File: config.mk
export PLATFORM = sky130hd
export DESIGN_NAME = cfg_router_end_flat
export DESIGN_NICKNAME = d
export VERILOG_FILES = /design/src/rtl/cfg_route_pkg.sv /design/src/rtl/cfg_route_if.sv /design/src/rtl/bus_window_match.sv /design/src/rtl/cfg_router_end.sv /design/src/flat_wrapper.sv
export SDC_FILE = /design/constraint.sdc
export NUM_CORES = 1
export LEC_CHECK = 0
export ABC_AREA = 1
export BUFFER_PORTS_ARGS = -buffer_cell sky130_fd_sc_hd__buf_2
export CAP_MARGIN = 15
export CORE_ASPECT_RATIO = 1.75
export CORE_MARGIN = 10
export CORE_UTILIZATION = 45
export DETAILED_ROUTE_END_ITERATION = 16
export GPL_TIMING_DRIVEN = 0
export PLACE_DENSITY = 0.72
export SYNTH_ARGS = -nofsm -noshare
export SYNTH_HDL_FRONTEND = slang
export SYNTH_SLANG_ARGS = --single-unit
File: constraint.sdc
create_clock -name clk_sys -period 2.2 [get_ports clk_sys]
set_clock_uncertainty 0.2 [all_clocks]
set_input_delay 0.44 -clock clk_sys [delete_from_list [all_inputs] [get_ports clk_sys]]
set_output_delay 0.44 -clock clk_sys [all_outputs]
set_load 0.1 [all_outputs]
File: src/rtl/cfg_route_pkg.sv
package cfg_route_pkg;
   // Host I/O port addresses of the selector and the data window.
   localparam logic [15:0] SEL_IO_ADDR = 16'h0cf8;
   localparam logic [15:0] WIN_IO_ADDR = 16'h0cfc;
   // Selector field positions.
   localparam int EN_BIT = 31;
   localparam int BUS_LSB = 16;
   localparam int DEV_LSB = 11;
   localparam int FN_LSB = 8;
   localparam int REG_LSB = 2;
   // Writable selector bits; 30:24 and 1:0 read as zero.
   localparam logic [31:0] SEL_WMASK = 32'h80ff_fffc;
   localparam logic [31:0] SEL_RESET = 32'h0000_0000;
   // Hardwired identities of the internal functions.
   localparam logic [4:0] LINK_FN_DEV = 5'h00;
   localparam logic [4:0] GFX_FN_DEV = 5'h01;
   localparam logic [7:0] ROOT_BUS = 8'h00;
   // Bridge window register layout inside the graphics function.
   localparam logic [5:0] BUSNUM_DW = 6'h06;
   localparam logic [7:0] UP_BUS_RESET = 8'h00;
   localparam logic [7:0] SEC_BUS_RESET = 8'h00;
   localparam logic [7:0] HIGH_BUS_RESET = 8'h00;
   localparam int STRAP_W = 8;
   // Destination of a forwarded cycle.
   typedef enum logic [1:0] {
      DST_LINK_IO = 2'b00,
      DST_LINK_CFG = 2'b01,
      DST_GFX_CFG = 2'b10
   } dest_e;
endpackage

File: src/rtl/cfg_route_if.sv
`timescale 1ns/10ps
// Join between the router and the downstream agents.
interface cfg_route_if;
   import cfg_route_pkg::*;
   logic req;
   dest_e dest;
   logic cfg_type1;
   logic write;
   logic [31:0] addr;
   logic [3:0] be;
   logic [31:0] wdata;
   logic done;
   logic [31:0] rdata;
   modport router (output req, dest, cfg_type1, write, addr, be, wdata,
                   input done, rdata);
   modport agent (input req, dest, cfg_type1, write, addr, be, wdata,
                  output done, rdata);
endinterface

File: src/rtl/bus_window_match.sv
`timescale 1ns/10ps
// Classifies a nonzero bus number against the graphics bridge window.
module bus_window_match
   import cfg_route_pkg::*;
(
   input wire logic [7:0] bus_num,
   input wire logic [7:0] sec_bus,
   input wire logic [7:0] high_bus,
   output logic to_gfx,
   output logic gfx_type1
);
   always_comb begin
      to_gfx = 1'b0;
      gfx_type1 = 1'b0;
      if (bus_num != ROOT_BUS) begin
         if (bus_num == sec_bus) begin
            to_gfx = 1'b1;
         end else if (bus_num > sec_bus && bus_num <= high_bus) begin
            to_gfx = 1'b1;
            gfx_type1 = 1'b1;
         end
      end
   end
endmodule // bus_window_match

File: src/rtl/cfg_router_end.sv
`timescale 1ns/10ps
// Function
// - Decode bus and device fields each access.
// - Bus zero means root configuration bus.
// - Link bridge function is fixed device 0.
// - Graphics bridge function is fixed device 1.
// - Enabled internal hits never reach the link.
// - Disabled internal function forwards as Type 0.
// - Bus outside graphics window: link Type 1.
// - Bus equals secondary: graphics port Type 0.
// - Bus inside window above secondary: graphics Type 1.
// - Upstream bus number reads zero, ignores writes.
// - Byte, word, dword accesses; selector dword only.
// - Multi-byte fields are little-endian.
// - Software masks and preserves reserved bits.
// - Software writes selector without merging.
// - Reserved locations may read any value.
// - Software never writes vendor-reserved locations.
// - Full reset loads default register values.
// - Some defaults come from straps at reset.
// - Only address-plus-data-window mechanism supported.
// - Registers reached in host I/O space.
// - Selector at 0CF8h, data window at 0CFCh.
// - Bit 31 clear means no configuration cycle.
// - Narrow selector access passes as I/O.
module cfg_router_end
   import cfg_route_pkg::*;
(
   input wire logic clk_sys,
   input wire logic rst_n,
   input wire logic io_req,
   input wire logic io_write,
   input wire logic [15:0] io_addr,
   input wire logic [3:0] io_be,
   input wire logic [31:0] io_wdata,
   output logic io_done_r,
   output logic [31:0] io_rdata_r,
   input wire logic link_fn_en,
   input wire logic gfx_fn_en,
   input wire logic [STRAP_W-1:0] strap_sec_bus,
   cfg_route_if.router lnk
);
   typedef enum logic [1:0] {
      ST_IDLE = 2'b00,
      ST_FWD = 2'b01,
      ST_DONE = 2'b10
   } state_e;

   state_e state_r;
   logic [31:0] sel_r;
   logic [7:0] sec_bus_r;
   logic [7:0] high_bus_r;
   logic strap_taken_r;
   logic req_r;
   dest_e dest_r;
   logic type1_r;
   logic write_r;
   logic [31:0] addr_r;
   logic [3:0] be_r;
   logic [31:0] wdata_r;
   logic [31:0] rdata_nxt;
   logic [31:0] fn_rdata;
   logic [31:0] merged_wdata;
   logic to_gfx;
   logic gfx_type1;
   logic sel_hit;
   logic sel_narrow;
   logic win_hit;
   logic cfg_on;
   logic [7:0] bus_f;
   logic [4:0] dev_f;
   logic [2:0] fn_f;
   logic [5:0] reg_f;
   logic root_bus;
   logic hit_link_fn;
   logic hit_gfx_fn;
   logic internal_hit;

   assign lnk.req = req_r;
   assign lnk.dest = dest_r;
   assign lnk.cfg_type1 = type1_r;
   assign lnk.write = write_r;
   assign lnk.addr = addr_r;
   assign lnk.be = be_r;
   assign lnk.wdata = wdata_r;

   // Selector fields that choose the target of every window access.
   assign bus_f = sel_r[BUS_LSB +: 8];
   assign dev_f = sel_r[DEV_LSB +: 5];
   assign fn_f = sel_r[FN_LSB +: 3];
   assign reg_f = sel_r[REG_LSB +: 6];
   assign cfg_on = sel_r[EN_BIT];
   assign root_bus = (bus_f == ROOT_BUS);
   assign hit_link_fn = root_bus && dev_f == LINK_FN_DEV && fn_f == 3'h0;
   assign hit_gfx_fn = root_bus && dev_f == GFX_FN_DEV && fn_f == 3'h0;
   assign internal_hit = (hit_link_fn && link_fn_en) ||
                         (hit_gfx_fn && gfx_fn_en);

   // Port decode on the dword address, so a byte or word access anywhere
   // in the window dword reaches it; the selector claims only full dwords.
   assign sel_hit = io_addr[15:2] == SEL_IO_ADDR[15:2] &&
                    io_be == 4'hf;
   assign sel_narrow = io_addr[15:2] == SEL_IO_ADDR[15:2] &&
                       io_be != 4'hf;
   assign win_hit = io_addr[15:2] == WIN_IO_ADDR[15:2];

   bus_window_match u_match (
      .bus_num(bus_f),
      .sec_bus(sec_bus_r),
      .high_bus(high_bus_r),
      .to_gfx(to_gfx),
      .gfx_type1(gfx_type1)
   );

   // Graphics bridge bus-number dword: byte 0 upstream, 1 secondary,
   // 2 highest downstream, little-endian by byte lane.
   always_comb begin
      fn_rdata = 32'h0000_0000;
      if (hit_gfx_fn && reg_f == BUSNUM_DW) begin
         fn_rdata = {8'h00, high_bus_r, sec_bus_r, UP_BUS_RESET};
      end
   end

   // Byte-lane merge of a write into the bus-number dword.
   always_comb begin
      merged_wdata = {8'h00, high_bus_r, sec_bus_r, UP_BUS_RESET};
      if (io_be[1]) begin
         merged_wdata[15:8] = io_wdata[15:8];
      end
      if (io_be[2]) begin
         merged_wdata[23:16] = io_wdata[23:16];
      end
   end

   // Read value of an I/O access completed here; other locations of the
   // internal functions read zero, which is a legal arbitrary value.
   always_comb begin
      rdata_nxt = 32'h0000_0000;
      if (sel_hit) begin
         rdata_nxt = sel_r;
      end else if (win_hit && cfg_on && internal_hit) begin
         rdata_nxt = fn_rdata;
      end
   end

   // Selector register; reserved bits are forced to zero on write.
   always_ff @(posedge clk_sys or negedge rst_n) begin
      if (!rst_n) begin
         sel_r <= SEL_RESET;
      end else if (state_r == ST_IDLE && io_req && io_write && sel_hit) begin
         sel_r <= io_wdata & SEL_WMASK;
      end
   end

   // Bridge window registers; the secondary default is a strap caught at
   // the first clock after reset release, never inside the async reset.
   always_ff @(posedge clk_sys or negedge rst_n) begin
      if (!rst_n) begin
         sec_bus_r <= SEC_BUS_RESET;
         high_bus_r <= HIGH_BUS_RESET;
         strap_taken_r <= 1'b0;
      end else if (!strap_taken_r) begin
         strap_taken_r <= 1'b1;
         sec_bus_r <= strap_sec_bus;
      end else if (state_r == ST_IDLE && io_req && io_write && win_hit &&
                   cfg_on && gfx_fn_en && hit_gfx_fn &&
                   reg_f == BUSNUM_DW) begin
         // Byte 0 (upstream) is not stored, so it stays zero.
         sec_bus_r <= merged_wdata[15:8];
         high_bus_r <= merged_wdata[23:16];
      end
   end

   // Access sequencer: local answers take one cycle, forwarded ones wait
   // for the agent. The host must hold io_req low after io_done_r.
   always_ff @(posedge clk_sys or negedge rst_n) begin
      if (!rst_n) begin
         state_r <= ST_IDLE;
         io_done_r <= 1'b0;
         io_rdata_r <= 32'h0000_0000;
         req_r <= 1'b0;
         dest_r <= DST_LINK_IO;
         type1_r <= 1'b0;
         write_r <= 1'b0;
         addr_r <= 32'h0000_0000;
         be_r <= 4'h0;
         wdata_r <= 32'h0000_0000;
      end else begin
         io_done_r <= 1'b0;
         unique case (state_r)
            ST_IDLE: begin
               if (io_req) begin
                  write_r <= io_write;
                  be_r <= io_be;
                  wdata_r <= io_wdata;
                  if (sel_narrow || (win_hit && !cfg_on) ||
                      (!sel_hit && !win_hit)) begin
                     req_r <= 1'b1;
                     dest_r <= DST_LINK_IO;
                     type1_r <= 1'b0;
                     addr_r <= {16'h0000, io_addr};
                     state_r <= ST_FWD;
                  end else if (sel_hit || internal_hit) begin
                     io_rdata_r <= rdata_nxt;
                     io_done_r <= 1'b1;
                     state_r <= ST_DONE;
                  end else begin
                     req_r <= 1'b1;
                     addr_r <= sel_r;
                     if (root_bus) begin
                        dest_r <= DST_LINK_CFG;
                        type1_r <= 1'b0;
                     end else if (to_gfx) begin
                        dest_r <= DST_GFX_CFG;
                        type1_r <= gfx_type1;
                     end else begin
                        dest_r <= DST_LINK_CFG;
                        type1_r <= 1'b1;
                     end
                     state_r <= ST_FWD;
                  end
               end
            end
            ST_FWD: begin
               if (lnk.done) begin
                  req_r <= 1'b0;
                  io_rdata_r <= lnk.rdata;
                  io_done_r <= 1'b1;
                  state_r <= ST_DONE;
               end
            end
            ST_DONE: begin
               state_r <= ST_IDLE;
            end
            default: begin
               state_r <= ST_IDLE;
            end
         endcase
      end
   end
endmodule // cfg_router_end

File: src/flat_wrapper.sv
// flat-port wrapper written by rule: the top's interface ports become plain ports
module cfg_router_end_flat import cfg_route_pkg::*;
  (clk_sys, rst_n, io_req, io_write, io_addr, io_be, io_wdata, io_done_r, io_rdata_r, link_fn_en, gfx_fn_en, strap_sec_bus, lnk_req, lnk_dest, lnk_cfg_type1, lnk_write, lnk_addr, lnk_be, lnk_wdata, lnk_done, lnk_rdata);
  cfg_route_if lnk_i ();
  input wire logic clk_sys;
  input wire logic rst_n;
  input wire logic io_req;
  input wire logic io_write;
  input wire logic [15:0] io_addr;
  input wire logic [3:0] io_be;
  input wire logic [31:0] io_wdata;
  output logic io_done_r;
  output logic [31:0] io_rdata_r;
  input wire logic link_fn_en;
  input wire logic gfx_fn_en;
  input wire logic [STRAP_W-1:0] strap_sec_bus;
  output wire logic [$bits(lnk_i.req)-1:0] lnk_req;
  output wire logic [$bits(lnk_i.dest)-1:0] lnk_dest;
  output wire logic [$bits(lnk_i.cfg_type1)-1:0] lnk_cfg_type1;
  output wire logic [$bits(lnk_i.write)-1:0] lnk_write;
  output wire logic [$bits(lnk_i.addr)-1:0] lnk_addr;
  output wire logic [$bits(lnk_i.be)-1:0] lnk_be;
  output wire logic [$bits(lnk_i.wdata)-1:0] lnk_wdata;
  input wire logic [$bits(lnk_i.done)-1:0] lnk_done;
  input wire logic [$bits(lnk_i.rdata)-1:0] lnk_rdata;
  assign lnk_req = lnk_i.req;
  assign lnk_dest = lnk_i.dest;
  assign lnk_cfg_type1 = lnk_i.cfg_type1;
  assign lnk_write = lnk_i.write;
  assign lnk_addr = lnk_i.addr;
  assign lnk_be = lnk_i.be;
  assign lnk_wdata = lnk_i.wdata;
  assign lnk_i.done = lnk_done;
  assign lnk_i.rdata = lnk_rdata;
  cfg_router_end u_core (.clk_sys(clk_sys), .rst_n(rst_n), .io_req(io_req), .io_write(io_write), .io_addr(io_addr), .io_be(io_be), .io_wdata(io_wdata), .io_done_r(io_done_r), .io_rdata_r(io_rdata_r), .link_fn_en(link_fn_en), .gfx_fn_en(gfx_fn_en), .strap_sec_bus(strap_sec_bus), .lnk(lnk_i));
endmodule
==> flow_metrics.env, run 1 <==
export IMPL_grt_max_degree=82
export IMPL_syn_area_per_cell_um2=8.06
export IMPL_startpoint_type="flip-flop"
export IMPL_syn_area_mm2=0.00696
export IMPL_final_max_slew_viol_count=0
export IMPL_cap_viol_max_count=0
export IMPL_final_common_cell="nand2_1"
export IMPL_dieArea_mm2=0.0210
export IMPL_worst_slew_pin_slew_ns=0.595
export IMPL_arrival_ns=2.19
export IMPL_wl_met2_mm=11.6
export IMPL_fill_cells=1464
export IMPL_r2r_end="u_core.lnk.addr[9]$_DFFE_PN0P_"
export IMPL_grt_usage_pct=20.5
export IMPL_fin_crit_sh_pct=94.9
export IMPL_ir_drop_mv=1.05
export IMPL_io_pin_count=205
export IMPL_ys_seq_area_share_pct=50.7
export IMPL_finalHoldViolations=0
export IMPL_synth_fa_ha_area_share_pct=2.88
export IMPL_clockBufferDepth=2
export IMPL_num_rows=60
export IMPL_status="finished clean"
export IMPL_core_area_mm2=0.0153
export IMPL_synth_compound_area_share_pct=12.3
export IMPL_drive_above_1_share_pct=29.7
export IMPL_synth_top_area_share_pct=50.7
export IMPL_h_tree_depth=4
export IMPL_ys_warn_count=0
export IMPL_finalSetupViolCount=0
export IMPL_final_cell_mix="284 x nand2_1, 205 x buf_2, 139 x dfrtp_1"
export IMPL_wl_met3_mm=1.19
export IMPL_drtIter0Drc=310
export IMPL_synthToLayoutAreaGrowth_pct=30.6
export IMPL_clk_pin_slew_ns=0.07
export IMPL_hp_class="in -> reg"
export IMPL_synthTopCellsByArea="dfrtp_1 51%, nand2_1 15%, o21ai_0 9.1%"
export IMPL_avgViaCountPerCell=4.89
export IMPL_routed_wl_mm=21.4
export IMPL_cp_end_kind="flip-flop"
export IMPL_worstPathMaxFanout=10
export IMPL_via_count=6415
export IMPL_rsz0062_at_grt="true"
export IMPL_grt_ovfl_total=0
export IMPL_reg2reg_from="u_core.sel_r[23]$_DFFE_PN0P_"
export IMPL_critical_path_class="reg -> reg"
export IMPL_fin_nets=1226
export IMPL_crit_path_start="u_core.sel_r[23]$_DFFE_PN0P_"
export IMPL_power_density_mw_per_mm2=1670
export IMPL_timing_fmax_ghz=0.479
export IMPL_total_power_mw=15.2
export IMPL_synthCells=863
export IMPL_routedWlPerCell_um=16.3
export IMPL_required_ns=2.30
export IMPL_dr_max_layer_used="met5"
export IMPL_clock_root_buffer="clkbuf_16"
export IMPL_synth_area_leader_cell="dfrtp_1"
export IMPL_worstHoldStart="io_wdata[26]"
export IMPL_synthXorXnorAreaFrac_pct=0
export IMPL_max_slew_margin_rel_pct=60.4
export IMPL_clock_insertion_delay_worst_skew_ns=0.43
export IMPL_synth_top_family_by_area="simple AND/OR/NAND/NOR gates"
export IMPL_final_antenna_net_count=0
export IMPL_antenna_found_initial=3
export IMPL_grt_pass1_wl_mm=34.1
export IMPL_io_buffers=197
export IMPL_yosys_register_bits=141
export IMPL_fin_crit_ns=2.09
export IMPL_drt_pass1_iterations=4
export IMPL_hold_path_depth=3
export IMPL_holdWs_ns=0.00478
export IMPL_die_h_um=184
export IMPL_start_util_pct=45.4
export IMPL_grt_pass1_vias=6686
export IMPL_cts_tree="yes"
export IMPL_dpl_hpwl_mm=17.1
export IMPL_synthSimpleGateAreaFrac_pct=24.5
export IMPL_synth_cell_types=31
export IMPL_synthMuxAreaShare_pct=0.971
export IMPL_gp_congestion=0.887
export IMPL_numCtsBuffers=17
export IMPL_p_leak_nw=4.84
export IMPL_hold_end="u_core.lnk.wdata[26]$_DFFE_PN0N_"
export IMPL_clock_sinks=141
export IMPL_die_width_um=114
export IMPL_drc=0
export IMPL_met1_length_mm=7.99
export IMPL_r2r_slack_ns=0.11
export IMPL_rr_worst_depth=9
## worst max path at each step
stage | to | slack (ns) | cells after the start
5_1_grt | u_core.io_rdata_r[5]$_DFFE_PN0P_ | -0.02 | 12
3_3_place_gp | u_core.lnk.wdata[20]$_DFFE_PN0N_ | -1.50 | 1
6_report | u_core.lnk.addr[9]$_DFFE_PN0P_ | 0.11 | 9
3_5_place_dp | u_core.lnk.addr[20]$_DFFE_PN0P_ | -0.12 | 8
4_1_cts | u_core.high_bus_r[5]$_DFFE_PN0P_ | 0.004 | 10
2_1_floorplan | u_core.io_rdata_r[2]$_DFFE_PN0P_ | 0.28 | 12
## cell type report
| cell class | count | area (um^2) | share of cell area [%] |
|---|---|---|---|
| inverters | 92 | 345 | 3.80 |
| flip-flops and latches | 141 | 3530 | 38.9 |
| diodes | 2 | 5.00 | 0.0551 |
| plain buffers | 43 | 249 | 2.74 |
| well taps | 186 | 233 | 2.56 |
| multi-input cells | 592 | 2890 | 31.8 |
| clock inverters | 15 | 160 | 1.76 |
| clock buffers | 17 | 425 | 4.68 |
| repair buffers | 224 | 1250 | 13.7 |
## layer usage
metal | up-vias | GRT usage, %
met5 | - | 0
met1 | 2970 | 21.3
met3 | 36 | 5.14
met2 | 180 | 37.2
met4 | 2 | 9.26
li1 | 3227 | -
## through the flow
stage	instance area, um^2	setup WS (ns)	TNS [ns]	instances	utilization [%]
after floorplan	6980	0.279	0	869	-
after global placement	8200	-1.50	-211.37	1252	53.5
after detailed placement	8230	-0.120	-3.62	1253	53.7
after CTS	8920	0.00395	0	1295	58.2
after global routing	9080	-0.0204	-0.0333	1312	59.3
final	9080	0.111	0	1312	59.3
## cells by family (layout without fill, tap and decap cells)
group           count (synthesis)  count (layout)
flops                         141             141
simple gates                  401             401
mux                             6               6
other cells                     2              10
fa+ha+maj                      16              16
buf+inv                       136             391
compound gates                161             161
## sequential cells by signal, summed over array words and instances (netlist names), 2 cells and up
name,flops
u_core.lnk.wdata,32
u_core.sec_bus_r,8
u_core.lnk.dest,2
u_core.io_rdata_r,32
u_core.high_bus_r,8
u_core.state_r,2
u_core.lnk.addr,25
u_core.sel_r,23
u_core.lnk.be,4
## what timing repair did
action,CTS,global route
hold endpoints to repair,67,0
gates resized for setup,1,14
endpoints found under the setup margin,23,80
hold buffers,8,0
pin swaps,1,4
gates cloned,0,0
buffers inserted,2,16
## report_power, final
part	switching, mW	leakage, nW	internal [mW]
Clock	1.31	0.289	1.53
Sequential	0.368	1.83	3.35
Combinational	7.27	2.72	1.35
Total	8.96	4.84	6.24
## cell usage after synthesis (all sizes together)
cell type and instances:
o31ai 3, mux2 6, buf 26, dfrtp 141, nand2 290, ha 16
a21oi 9, or2 17, nand3 38, o21ai 147, o21a 2, nand3b 1
conb 2, nor3 4, inv 92, clkbuf 18, nor2 43, nand4 8
## worst max-delay path, stage by stage (launching register included)
cell and delay, ns:
dfrtp_1 0.44, inv_1 0.12, nand3_1 0.12, nor2_4 0.19
nand3b_1 0.15, nand2_4 0.12, nand2_2 0.08, nand3_2 0.18
buf_2 0.25, o21ai_0 0.13
(Power assumes the default switching activity.)
==> run 2: changes to the inputs <==
Settings changed: ABC_AREA 1 to unset, CORE_MARGIN 10 to unset, PLACE_DENSITY 0.72 to 0.73.
==> run 2 against run 1 <==
The run now ends with negative setup slack left. Combinational power decreased by 7.5%. Sequential share of layout area decreased by 0.92 points. Register-to-register slack got worse by 0.26 ns. Synthesized area decreased by 7.4%. Global-route usage increased by 7.4 points. Critical path depth decreased by 1. Power decreased by 4.3%. Routed wire length decreased by 2.4%. Worst hold slack improved by 0.033 ns. Setup slack got worse by 0.27 ns. Cell count decreased by 21%. Non-clock buffer count increased by 5. Critical path type is now in -> reg. Largest cell class unchanged.
==> flow_metrics.env, run 2 <==
export IMPL_ir_drop_mv=1.40
export IMPL_fin_crit_sh_pct=107
export IMPL_ys_warn_count=0
export IMPL_rr_worst_depth=7
export IMPL_cp_end_kind="flip-flop"
export IMPL_finalSetupViolCount=84
export IMPL_io_buffers=197
export IMPL_cts_tree="yes"
export IMPL_grt_usage_pct=27.9
export IMPL_arrival_ns=2.45
export IMPL_async_flop_share_pct=100
export IMPL_ys_seq_area_share_pct=54.8
export IMPL_synth_cell_types=46
export IMPL_total_power_mw=14.5
export IMPL_synth_top_area_share_pct=54.8
export IMPL_fill_cells=1061
export IMPL_p_leak_nw=4.51
export IMPL_core_area_mm2=0.0139
export IMPL_critical_path_endpoint="u_core.high_bus_r[5]$_DFFE_PN0P_"
export IMPL_drive_above_1_share_pct=50.9
export IMPL_clk_pin_slew_ns=0.06
export IMPL_drc=0
export IMPL_synthCells=589
export IMPL_synthToLayoutAreaGrowth_pct=44.6
export IMPL_fin_crit_ns=2.36
export IMPL_io_pin_count=205
export IMPL_h_tree_depth=4
export IMPL_syn_area_per_cell_um2=10.9
export IMPL_synth_main_ff_cell="dfrtp_1"
export IMPL_multi_input_area_mm2=0.00310
export IMPL_syn_area_mm2=0.00644
export IMPL_clock_insertion_delay_worst_skew_ns=0.42
export IMPL_yosys_register_bits=141
export IMPL_startpoint_type="input pin"
export IMPL_r2r_end="u_core.high_bus_r[5]$_DFFE_PN0P_"
export IMPL_clock_sinks=141
export IMPL_finalHoldViolations=0
export IMPL_critical_path_class="in -> reg"
export IMPL_clock_root_buffer="clkbuf_16"
export IMPL_timing_fmax_ghz=0.424
export IMPL_max_slew_margin_rel_pct=48.3
export IMPL_worst_slew_pin_slew_ns=0.775
export IMPL_reg2reg_from="u_core.sel_r[5]$_DFFE_PN0P_"
export IMPL_power_density_mw_per_mm2=1560
export IMPL_seq_area_mm2=0.00353
export IMPL_antenna_found_initial=2
export IMPL_grt_pass1_wl_mm=31.2
export IMPL_synth_edf_count=0
export IMPL_cap_viol_max_count=0
export IMPL_routed_wl_mm=20.9
export IMPL_final_cell_mix="193 x buf_2, 137 x dfrtp_1, 80 x nand2_1"
export IMPL_routedWlPerCell_um=20.2
export IMPL_violations="negative setup slack"
export IMPL_final_max_slew_viol_count=0
export IMPL_dpl_worst_slack_ns=-0.675
export IMPL_via_count=5838
export IMPL_clockBufferDepth=2
export IMPL_numCtsBuffers=17
export IMPL_place_area_mm2=0.00796
export IMPL_finish_utilization_pct=66.9
export IMPL_holdWs_ns=0.0374
export IMPL_grt_pass1_vias=6029
export IMPL_dieArea_mm2=0.0148
export IMPL_synth_area_leader_cell="dfrtp_1"
export IMPL_r2r_slack_ns=-0.15
export IMPL_grt_max_degree=82
export IMPL_yosysMostFrequentCell="dfrtp_1"
export IMPL_num_rows=57
export IMPL_final_common_cell="buf_2"
export IMPL_worstPathMaxFanout=8
export IMPL_drtIter0Drc=312
export IMPL_crit_path_start="io_addr[14]"
export IMPL_grt_ovfl_total=0
export IMPL_gp_congestion=0.889
export IMPL_start_util_pct=46.3
export IMPL_avgViaCountPerCell=5.63
export IMPL_postLayoutCellArea_mm2=0.00931
export IMPL_die_h_um=160
export IMPL_fin_nets=961
export IMPL_hp_class="in -> reg"
export IMPL_synthTopCellsByArea="dfrtp_1 55%, mux2_2 12%, nand2_1 5.7%"
export IMPL_final_antenna_net_count=0
export IMPL_worstHoldStart="lnk_done"
export IMPL_die_width_um=92.4
export IMPL_setup_slack_ns=-0.157
export IMPL_rsz0062_at_grt="true"
export IMPL_drt_pass1_iterations=5
export IMPL_required_ns=2.30
export IMPL_synth_common_cells="141 x dfrtp_1, 98 x nand2_1, 66 x mux2_2"
export IMPL_dpl_hpwl_mm=14.4
export IMPL_status="finished with violations"
[run 2: changes by cell type after synthesis, moves of 13 or more]
| cell | delta |
|---|---|
| a41oi_1 | +13 |
| inv_1 | -68 |
| mux2_2 | +60 |
| nand2_1 | -186 |
| o21ai_0 | -91 |
| or2_2 | -16 |
[run 2: cell families after synthesis]
| logic type | share of synthesized area, % |
|---|---|
| AND/OR/NAND/NOR | 15.5 |
| AO/OA/AOI/OAI | 9.06 |
| adder cells (fa/ha/maj) | 3.11 |
| other | 0.117 |
| flip-flops | 54.8 |
| multiplexers | 12.9 |
| buffers and inverters | 4.43 |
[run 2: how the worst min path moves through the flow]
stage	to	slack [ns]	depth (start not counted)
after floorplan	u_core.high_bus_r[0]$_DFFE_PN0P_	-0.06	0
after global placement	u_core.io_rdata_r[28]$_DFFE_PN0P_	0.25	2
after detailed placement	u_core.io_rdata_r[27]$_DFFE_PN0P_	0.26	2
after CTS	u_core.lnk.req$_DFFE_PN0P_	0.02	2
after global routing	u_core.lnk.req$_DFFE_PN0P_	0.02	2
final	u_core.lnk.req$_DFFE_PN0P_	0.04	2
[run 2: critical path, cell delays in order]
cell	delay (ns)
buf_6	0.09
or4_4	0.58
nor4_4	0.39
buf_6	0.16
nand3_4	0.10
nor3_4	0.21
buf_12	0.17
mux2_4	0.31
[run 2: stage by stage]
stage	cells	TNS (ns)
after detailed placement	970	-51.28
after global routing	1037	-8.52
final	1037	-4.23
after global placement	969	-233.45
after floorplan	595	-9.67
after CTS	1016	-5.19
[run 2: what timing repair did]
item / 4_1_cts / 5_1_grt
pin swaps: 22 / 29
endpoints found under the hold margin: 80 / 0
resized for setup: 43 / 64
hold buffers: 1 / 0
gates cloned: 1 / 6
endpoints found under the setup margin: 116 / 129
buffers inserted: 13 / 13
[run 2: final cells by class]
class | instances | share of cell area (%)
inverters | 20 | 0.833
clock inverters | 11 | 1.28
plain buffers | 40 | 3.74
multi-input cells | 394 | 33.3
well taps | 177 | 2.38
flip-flops and latches | 141 | 38.0
clock buffers | 20 | 4.91
repair buffers | 232 | 15.6
diodes | 2 | 0.0538
[run 2: per-layer routing]
layer  up-vias  wire length [um]  GRT usage (%)
met5         -                 0              0
met3        89              1200           5.33
met2       306             11200           50.3
li1       2576                 -              -
met4         0              1290           17.9
met1      2867              7200           28.8
[run 2: where the power goes]
part	switching [mW]	internal (mW)	total [mW]	leakage (nW)
sequential	0.431	3.33	3.76	1.76
clock	1.08	1.71	2.80	0.274
combinational	6.63	1.35	7.98	2.48
